<file path="src/period_match_timer_consts.svh">
// register map, field positions, reset values and timing counts
`ifndef PERIOD_MATCH_TIMER_CONSTS_SVH
`define PERIOD_MATCH_TIMER_CONSTS_SVH

// ==========================================================
// instances and clocking
`define NUM_TIMERS 3
`define INST_DIV_LAST 2'h3

// ==========================================================
// register offsets (byte addresses on apb)
`define TIMER_STRIDE 8'h10
`define COUNT_OFF 8'h00
`define PERIOD_OFF 8'h04
`define CONTROL_OFF 8'h08
`define IRQ_STATUS_OFF 8'h30
`define IRQ_ENABLE_OFF 8'h34

// ==========================================================
// control field positions
`define PRESCALE_LSB 0
`define PRESCALE_MSB 1
`define RUN_BIT 2
`define POSTSCALE_LSB 3
`define POSTSCALE_MSB 6

// ==========================================================
// reset values
`define COUNT_RESET 8'h00
`define PERIOD_RESET 8'hff
`define CONTROL_RESET 7'h00

// ==========================================================
// prescaler terminal counts (ratio minus one)
`define PRESCALE_LAST_1 6'h00
`define PRESCALE_LAST_4 6'h03
`define PRESCALE_LAST_16 6'h0f
`define PRESCALE_LAST_64 6'h3f

`endif

</file>
<file path="src/period_match_timer_pkg.sv">
// shared types of the period match timer
package period_match_timer_pkg;
	typedef logic [7:0] reg8_t;
	typedef logic [1:0] prescale_sel_t;
	typedef logic [3:0] postscale_sel_t;
	typedef logic [5:0] prescale_cnt_t;
endpackage

</file>
<file path="src/period_match_timer.sv">
// three 8-bit period match timers behind an apb slave
//
// Overview of operation
// - three identical timers, each with own count, period, control and flag.
// - timers run from the instruction clock, a quarter of the core clock.
// - the 8-bit count starts at zero and steps on each prescaled tick.
// - prescale select 00, 01, 10 divides by 1, 4 and 16.
// - count equal to period gives a match pulse as timer output.
// - after a match the count returns to zero and the postscaler advances.
// - count and period are read/write; reset gives count 00, period ff.
// - writing count or control clears both scaler counters.
// - every reset source clears both scaler counters.
// - the 4-bit postscaler counts matches and sets the latched flag.
// - postscale select value plus one matches per flag.
// - flag sets always; interrupt reaches cpu only when enabled.
// - the unscaled match pulse goes out to the pwm units.
// - only the first timer feeds the serial port shift clock.
// - in sleep the timer stops and count and period hold.
//
// Local design decisions: the register offsets and the APB slave port.
`include "period_match_timer_consts.svh"

module period_match_timer (
	// clock and reset (reset collects every device reset source)
	input wire logic core_clk,
	input wire logic reset,
	// processor state
	input wire logic sleep_mode,
	// apb slave
	input wire logic psel,
	input wire logic penable,
	input wire logic pwrite,
	input wire logic [7:0] paddr,
	input wire logic [31:0] pwdata,
	output logic [31:0] prdata,
	output logic pready,
	output logic pslverr,
	// interrupt
	output logic irq,
	// time base outputs
	output logic [2:0] match_pulse,
	output logic spi_shift_clk
);
	// ==========================================================
	// instruction clock enable
	logic [1:0] inst_div;
	logic inst_tick;

	// one core clock stands for the oscillator, so divide by four
	assign inst_tick = (inst_div == `INST_DIV_LAST);

	always_ff @(posedge core_clk) begin
		if (reset) begin
			inst_div <= 2'h0;
		end else begin
			inst_div <= inst_div + 2'h1;
		end
	end

	// ==========================================================
	// apb handshake
	logic access;
	logic wr_en;
	logic [31:0] next_rdata;
	logic next_err;

	assign access = psel && penable;
	// the write lands at the edge where pready is sampled high
	assign wr_en = access && pready && pwrite;

	always_ff @(posedge core_clk) begin
		if (reset) begin
			pready <= 1'b0;
			prdata <= 32'h0000_0000;
			pslverr <= 1'b0;
		end else if (access && !pready) begin
			pready <= 1'b1;
			prdata <= pwrite ? 32'h0000_0000 : next_rdata;
			pslverr <= next_err;
		end else begin
			pready <= 1'b0;
			pslverr <= 1'b0;
		end
	end

	// ==========================================================
	// timer instances
	period_match_timer_pkg::reg8_t count [`NUM_TIMERS];
	period_match_timer_pkg::reg8_t period [`NUM_TIMERS];
	logic [6:0] control [`NUM_TIMERS];
	logic [2:0] step;
	logic [2:0] hit;
	logic [2:0] flag_set;
	logic [2:0] scaler_clear;
	logic [2:0] wr_count;
	logic [2:0] wr_period;
	logic [2:0] wr_control;
	logic [2:0] run;

	genvar i;
	generate
		for (i = 0; i < `NUM_TIMERS; i++) begin : g_timer
			localparam logic [7:0] BASE = 8'(i) * `TIMER_STRIDE;

			assign wr_count[i] = wr_en && (paddr == BASE + `COUNT_OFF);
			assign wr_period[i] = wr_en && (paddr == BASE + `PERIOD_OFF);
			assign wr_control[i] = wr_en && (paddr == BASE + `CONTROL_OFF);
			assign scaler_clear[i] = wr_count[i] || wr_control[i];
			assign run[i] = control[i][`RUN_BIT] && !sleep_mode;
			assign hit[i] = step[i] && (count[i] == period[i]);

			prescale_divider u_prescale (
				.core_clk(core_clk),
				.reset(reset),
				.clear(scaler_clear[i]),
				.select(control[i][`PRESCALE_MSB:`PRESCALE_LSB]),
				.tick_in(inst_tick && run[i]),
				.tick_out(step[i])
			);

			postscale_counter u_postscale (
				.core_clk(core_clk),
				.reset(reset),
				.clear(scaler_clear[i]),
				.select(control[i][`POSTSCALE_MSB:`POSTSCALE_LSB]),
				.match_in(hit[i]),
				.flag_set(flag_set[i])
			);

			// a software write wins over a tick in the same cycle
			always_ff @(posedge core_clk) begin
				if (reset) begin
					count[i] <= `COUNT_RESET;
				end else if (wr_count[i]) begin
					count[i] <= pwdata[7:0];
				end else if (hit[i]) begin
					count[i] <= `COUNT_RESET;
				end else if (step[i]) begin
					count[i] <= count[i] + 8'h01;
				end
			end

			always_ff @(posedge core_clk) begin
				if (reset) begin
					period[i] <= `PERIOD_RESET;
				end else if (wr_period[i]) begin
					period[i] <= pwdata[7:0];
				end
			end

			always_ff @(posedge core_clk) begin
				if (reset) begin
					control[i] <= `CONTROL_RESET;
				end else if (wr_control[i]) begin
					control[i] <= pwdata[6:0];
				end
			end

			// unscaled match out to the pwm units
			always_ff @(posedge core_clk) begin
				if (reset) begin
					match_pulse[i] <= 1'b0;
				end else begin
					match_pulse[i] <= hit[i];
				end
			end
		end
	endgenerate

	// ==========================================================
	// serial port shift clock from the first timer only
	// each match toggles it, so the shift clock runs at half match rate
	always_ff @(posedge core_clk) begin
		if (reset) begin
			spi_shift_clk <= 1'b0;
		end else if (hit[0]) begin
			spi_shift_clk <= !spi_shift_clk;
		end
	end

	// ==========================================================
	// interrupt flags and enables
	logic [2:0] irq_status;
	logic [2:0] irq_enable;
	logic [2:0] status_clear;
	logic wr_status;
	logic wr_enable;

	assign wr_status = wr_en && (paddr == `IRQ_STATUS_OFF);
	assign wr_enable = wr_en && (paddr == `IRQ_ENABLE_OFF);
	assign status_clear = wr_status ? pwdata[2:0] : 3'h0;

	// a flag raised in the clearing cycle survives the clear
	always_ff @(posedge core_clk) begin
		if (reset) begin
			irq_status <= 3'h0;
		end else begin
			irq_status <= (irq_status & ~status_clear) | flag_set;
		end
	end

	always_ff @(posedge core_clk) begin
		if (reset) begin
			irq_enable <= 3'h0;
		end else if (wr_enable) begin
			irq_enable <= pwdata[2:0];
		end
	end

	always_ff @(posedge core_clk) begin
		if (reset) begin
			irq <= 1'b0;
		end else begin
			irq <= |(irq_status & irq_enable);
		end
	end

	// ==========================================================
	// read decode
	always_comb begin
		next_rdata = 32'h0000_0000;
		next_err = 1'b1;
		for (int t = 0; t < `NUM_TIMERS; t++) begin
			if (paddr == 8'(t) * `TIMER_STRIDE + `COUNT_OFF) begin
				next_rdata = {24'h000000, count[t]};
				next_err = 1'b0;
			end
			if (paddr == 8'(t) * `TIMER_STRIDE + `PERIOD_OFF) begin
				next_rdata = {24'h000000, period[t]};
				next_err = 1'b0;
			end
			if (paddr == 8'(t) * `TIMER_STRIDE + `CONTROL_OFF) begin
				next_rdata = {25'h0, control[t]};
				next_err = 1'b0;
			end
		end
		if (paddr == `IRQ_STATUS_OFF) begin
			next_rdata = {29'h0, irq_status};
			next_err = 1'b0;
		end
		if (paddr == `IRQ_ENABLE_OFF) begin
			next_rdata = {29'h0, irq_enable};
			next_err = 1'b0;
		end
	end
endmodule // period_match_timer

</file>
<file path="src/postscale_counter.sv">
// postscale counter between the match pulse and the interrupt flag
module postscale_counter (
	// clock and reset
	input wire logic core_clk,
	input wire logic reset,
	// control
	input wire logic clear,
	input wire period_match_timer_pkg::postscale_sel_t select,
	// events
	input wire logic match_in,
	output logic flag_set
);
	period_match_timer_pkg::postscale_sel_t cnt;

	// a shrinking select makes the next match fire at once, not wrap
	assign flag_set = match_in && (cnt >= select);

	always_ff @(posedge core_clk) begin
		if (reset || clear) begin
			cnt <= 4'h0;
		end else if (flag_set) begin
			cnt <= 4'h0;
		end else if (match_in) begin
			cnt <= cnt + 4'h1;
		end
	end
endmodule // postscale_counter

</file>
<file path="src/prescale_divider.sv">
// prescale counter in front of the timer count
`include "period_match_timer_consts.svh"

module prescale_divider (
	// clock and reset
	input wire logic core_clk,
	input wire logic reset,
	// control
	input wire logic clear,
	input wire period_match_timer_pkg::prescale_sel_t select,
	// ticks
	input wire logic tick_in,
	output logic tick_out
);
	period_match_timer_pkg::prescale_cnt_t cnt;
	period_match_timer_pkg::prescale_cnt_t last;

	always_comb begin
		case (select)
			2'h0: last = `PRESCALE_LAST_1;
			2'h1: last = `PRESCALE_LAST_4;
			2'h2: last = `PRESCALE_LAST_16;
			2'h3: last = `PRESCALE_LAST_64;
			default: last = `PRESCALE_LAST_1;
		endcase
	end

	assign tick_out = tick_in && (cnt >= last);

	always_ff @(posedge core_clk) begin
		if (reset || clear) begin
			cnt <= 6'h00;
		end else if (tick_out) begin
			cnt <= 6'h00;
		end else if (tick_in) begin
			cnt <= cnt + 6'h01;
		end
	end
endmodule // prescale_divider
</file>
<file path="config.mk">
export PLATFORM = sky130hd
export DESIGN_NAME = period_match_timer
export DESIGN_NICKNAME = d
export VERILOG_FILES = /design/src/period_match_timer_pkg.sv /design/src/period_match_timer.sv /design/src/postscale_counter.sv /design/src/prescale_divider.sv
export VERILOG_INCLUDE_DIRS = /design/src
export SDC_FILE = /design/constraint.sdc
export NUM_CORES = 1
export LEC_CHECK = 0
export ABC_AREA = 1
export BUFFER_PORTS_ARGS = -buffer_cell sky130_fd_sc_hd__buf_2
export CAP_MARGIN = 15
export CELL_PAD_IN_SITES_DETAIL_PLACEMENT = 1
export CELL_PAD_IN_SITES_GLOBAL_PLACEMENT = 2
export CORE_MARGIN = 2
export CORE_UTILIZATION = 35
export DETAILED_ROUTE_END_ITERATION = 8
export HOLD_SLACK_MARGIN = 0.03
export PLACE_DENSITY = 0.84
export SYNTH_ARGS = -nofsm -noshare
export SYNTH_HDL_FRONTEND = slang
export SYNTH_SLANG_ARGS = --single-unit
</file>
<file path="constraint.sdc">
create_clock -name core_clk -period 2.95 [get_ports core_clk]
set_input_delay 0.59 -clock core_clk [delete_from_list [all_inputs] [get_ports core_clk]]
set_output_delay 0.59 -clock core_clk [all_outputs]
set_load 0.01 [all_outputs]
</file>
### Yosys cells after proc, flatten, opt, wreduce, memory -nomap -nowiden

Memory sizes are Yosys's and may differ from the RTL's.
Cells that the tools add are included.

* memories: 3
* input bits: 46
* output and inout port bits: 39
* logic and storage cells: 219
* memory bits (writable): 69
* flip-flop bits (word level): 77

* order comparisons: 6
* reductions and logical operators: 51
* bitwise gates (word level): 20
* equal/unequal tests: 23
* $add $sub $neg: 10
* mux-type cells: 89

Memories
* count: depth 3, bits a word 8, read ports 3, clocked after Yosys merged registers in 0, wr ports 3, line period_match_timer.sv:88 `` period_match_timer_pkg::reg8_t count [`NUM_TIMERS]; ``
* period: depth 3, bits a word 8, read ports 3, clocked after Yosys merged registers in 0, wr ports 3, line period_match_timer.sv:89 `` period_match_timer_pkg::reg8_t period [`NUM_TIMERS]; ``
* control: depth 3, bits a word 7, read ports 3, clocked after Yosys merged registers in 0, wr ports 3, line period_match_timer.sv:90 `` logic [6:0] control [`NUM_TIMERS]; ``

Operators by type and width (count)
* $mux W32: 11
* $mux W8: 13
* $pmux W6 S4: 3
* $mux W1: 58
* $eq A8 B6 Y1 const B: 5
* $logic_and A1 B1 Y1: 30
* $add A8 B1 Y8 const B: 3
* $eq A8 B5 Y1 const B: 3
* $eq A8 B8 Y1: 3
* $mux W7: 3
* $add A6 B1 Y6 const B: 3
* $ge A6 B6 Y1: 3
* $or A1 B1 Y1: 15
* $eq A2 B2 Y1 const B: 7
* $add A4 B1 Y4 const B: 3
* $ge A4 B4 Y1: 3
* $reduce_or A12 Y1: 1
* $reduce_or A2 Y1: 6
* $eq A8 B3 Y1 const B: 1
* $eq A8 B4 Y1 const B: 1
* $logic_not A8 Y1: 1
* $and A3 B3 Y3: 2
* $eq A2 B1 Y1 const B: 3
* $logic_not A2 Y1: 3
* other kinds (8): 15

### Depth between registers and ports, before layout

* depth after elaboration: 13
* mapped depth: 15
* mapped depth without buffers: 15

### Cells and area by module

From an unflattened synthesis, not the netlist that was laid out.

* cells, all modules: 938
* area, all modules: 7539.7 µm²

Modules (own cells, without submodules)
* period_match_timer: cells each 635, seq. area each 2532.4 µm², times used 1, area an instance 5306.3 µm²
* prescale_divider: cells each 60, seq. area each 120.1 µm², times used 3, area an instance 455.4 µm²
* postscale_counter: cells each 41, seq. area each 80.1 µm², times used 3, area an instance 289.0 µm²

### Least setup slack after synthesis

Ideal clock, no wire load.

* path kind: input to register
* from: in paddr[2]
* to: mem control[2][0], enable pin
* path buffers: 2
* slack: 0.681 ns
* arrival time: 1.888 ns
* library setup time: 0.381 ns
* required time: 2.569 ns
* stages on the path: 7
* cell sequence: buf_4 > inv_1 > nand2_1 > nor2_4 > nand2_1 > buf_2 > o21ai_0

RTL lines
* start, declared: line period_match_timer.sv:33 `input wire logic [7:0] paddr,`
* end, declared: line period_match_timer.sv:90

==> reports/metrics.cfg <==
[critical_path]
r2r-end = count[2][6]
reg2reg_setup_slack_ps = 530
crit_chain = nand2_1 -> ha_1 -> nand2_1 -> inv_1 -> nand4_1 -> o2111ai_1 -> nand2_1 -> nor2_2 -> inv_2 -> nand2_1 -> a21oi_1
critPathMaxStageDelay_ps = 420
worstPathArrival_ps = 2600
crit_buf_inv = 2
rr_worst_depth = 11
path_class = reg2reg
critical_path_required_ps = 3130
critPathTopFamily = simple AND/OR/NAND/NOR gates
cp_max_fo = 9
slowest_stage = edfxtp_1
end_kind = flop
crit_top_cell = nand2_1
timing.rr.start = control[2][1]
critPathLaunchType = flop

[clock_tree]
cts_made_buffers = 17
clkLatencyLatePin_ps = 430
clockBufferDepth = 2
cts.sinks = 122
cts_setup_buffers = 0
post_cts_resized = 0
path_clk_slew_ps = 60
cts_tree = yes
ctsHoldBuffers = 0
root_buffer = clkbuf_16
htreeDepth = 4

[job]
max-cap-violations = 0

[final_layout]
finalNetCount = 1046
fin_util_pct = 40.5
drive_gt1_share_pct = 14.3
area_growth_syn_to_layout_pct = 14.2
diodes = 0

[grt]
grt_pass1_vias = 6199
grt_max_degree = 23
grt_pass1_wl_um = 33200
grtUsageTotal_pct = 19.8
antenna_found_initial = 0
overflow = 0

[route]
drc = 0
drt_iter0_drc = 323
totalWireLength_um = 20900
viasPerCell = 4.95
wl_per_cell_um = 16.8
dr.pass1.iters = 5
via_count = 6182
antenna_left = 0

[die]
core-area_um2 = 20900
fp.dieW_um = 149
rows = 53
io_pins = 85
dieArea_um2 = 22300
start_util_pct = 35.5
dieHeight_um = 149

[timing]
grt_setup_unrepaired = no
worst_slack_ps = 526
hold_viol_final = 0
slew-limit-headroom_pct = 59.9
period_share_pct = 82.2
fin_crit_ps = 2420
slew_viol_final = 0
clock_skew_ps = 11.0
fin_tns_setup_ps = 0
tightest_slew_ps = 599
setup_viol_count_final = 0
fmax_mhz = 413

[placed_design]
dp_slack_ps = 489
dpl.hpwl_um = 15900
io_buffer_count = 36
gp_congestion = 0.783

[yosys]
syn_inst = 904
syn_area_per_cell_um2 = 8.20
synth_edf_count = 69
ys_ff_latch = 122
synthArstFlopShare_pct = 0
synthFlopType = edfxtp_1
ys_seq_area_share_pct = 42.3
ys_warn_count = 0
ys_types = 46
synth_area_um2 = 7410

[power_and_ir_drop]
power.internal_uw = 3190
ir_drop_uv = 320
leakagePower_uw = 0.00359
sw_frac_of_total_pct = 23.7
powerDensity_nw_per_um2 = 495
seqPwrFrac_pct = 44.2
comb_power_share_pct = 6.0
power_switching_uw = 991
p_clk_share_pct = 49.8

[hold_path]
min_to = inst_div[0]
min_from = inst_div[0]
hold_depth = 1
holdCritPathClass = reg2reg

[outcome]
status = finished clean

==> power groups by stage <==
| stage | logic [µW] | registers (µW) | clock network [µW] |
|---|---|---|---|
| 5_1_grt | 279 | 1850 | 2190 |
| 2_1_floorplan | 182 | 1870 | 0 |
| 3_5_place_dp | 250 | 1880 | 0 |
| 4_1_cts | 252 | 1850 | 2120 |
| 6_report | 249 | 1850 | 2090 |
| 3_3_place_gp | 244 | 1880 | 0 |
==> worst reg2reg max path, stage by stage, from the launching register on <==
cell and delay [ps]:
edfxtp_1 420, nand2_1 100, ha_1 300, nand2_1 70, inv_1 80, nand4_1 110, o2111ai_1 120, nand2_1 220
nor2_2 410, inv_2 180, nand2_1 100, a21oi_1 70
==> cell usage after synthesis (3+ instances only) <==
master	number	share of area [%]
dfxtp_1	53	14
edfxtp_1	69	28
o21ai_0	23	1.6
nor2_4	8	1.2
o21a_1	5	0.51
buf_2	4	0.27
a21oi_2	3	0.35
nand2_2	6	0.51
nor3_2	5	0.68
clkinv_1	3	0.15
inv_2	12	0.61
xor2_1	26	3.1
nand4_1	17	1.4
a21oi_1	46	3.1
o211ai_1	10	1.0
nor2_1	78	4.0
nor2_2	4	0.34
nand3_1	59	4.0
nand2_4	3	0.46
o21ai_1	13	0.88
a211oi_1	3	0.30
nor3b_1	4	0.41
inv_1	116	5.9
o2111ai_1	4	0.47
clkbuf_1	3	0.15
nor3_4	3	0.66
xnor2_1	12	1.4
o22ai_1	11	0.93
or2_2	10	0.84
ha_1	40	6.8
buf_4	25	2.5
nor3_1	5	0.34
nand2_1	202	10
==> routing by layer <==
layer	GRT usage, %	share of wire (%)	wire length, µm	up-vias
li1	-	-	-	3056
met1	25.4	45	9450	2995
met2	33.9	49	10300	104
met3	3.60	3.8	798	27
met4	6.05	1.7	364	0
met5	0	0	0	-
==> state kept, by name, indices dropped and copies added, names as in the netlist <==
register                 count
control                     21
count                       24
g_timer.u_postscale.cnt     12
g_timer.u_prescale.cnt      18
inst_div                     2
irq                          1
irq_enable                   3
irq_status                   3
match_pulse                  3
period                      24
prdata                       8
pready                       1
pslverr                      1
spi_shift_clk                1
==> stage by stage <==
step / instance area, µm² / cells / hold slack, ps / power, µW
final: 8460 / 1248 / 431 / 4180
after global routing: 8460 / 1248 / 445 / 4330
after CTS: 8460 / 1248 / 437 / 4220
after detailed placement: 7870 / 1216 / 429 / 2130
after global placement: 7870 / 1216 / 409 / 2130
after floorplan: 7490 / 927 / 399 / 2060
==> layout make-up <==
type	instances	area, µm²
clock buffer	20	468
clock inverter	12	121
fill	2548	12400
inverter	132	500
multi-input combinational	639	3620
sequential	122	3130
tap	275	344
timing repair buffer	48	270
==> worst max-delay path by stage <==
stage	startpoint	endpoint	cells past startpoint
6_report	control[2][1]	count[2][6]	11
5_1_grt	control[2][1]	count[2][1]	11
4_1_cts	control[2][1]	count[2][6]	11
3_5_place_dp	sleep_mode	count[2][6]	9
3_3_place_gp	paddr[1]	count[0][7]	8
2_1_floorplan	paddr[2]	control[2][0]	7
==> cell families (layout without fill, tap and decap cells) <==
family          after synthesis  after routing  share of synthesized area, %
fa+ha+maj                    40             40                          6.76
other cells                   1             24                        0.0506
flops                       122            122                          42.3
xor+xnor                     38             38                          4.49
buf+inv                     166            212                          10.0
compound gates              123            123                          9.73
simple gates                414            414                          26.7
==> layout by cell type (no fill, tap or decap), types with 5 or more instances in the layout <==
| cell type | n |
|---|---|
| nor2_1 | 78 |
| buf_4 | 12 |
| dfxtp_1 | 53 |
| nand2_1 | 202 |
| xor2_1 | 26 |
| nand2_2 | 6 |
| buf_2 | 36 |
| o22ai_1 | 11 |
| o21ai_0 | 23 |
| xnor2_1 | 12 |
| ha_1 | 40 |
| nor2_4 | 8 |
| o21ai_1 | 13 |
| inv_2 | 12 |
| nor3_2 | 5 |
| a21oi_1 | 46 |
| clkinv_1 | 6 |
| nand4_1 | 17 |
| o21a_1 | 5 |
| o211ai_1 | 10 |
| edfxtp_1 | 69 |
| or2_2 | 10 |
| clkbuf_16 | 18 |
| nor3_1 | 5 |
| nand3_1 | 59 |
| conb_1 | 24 |
| inv_1 | 116 |
Power figures use the tool's default switching activity.
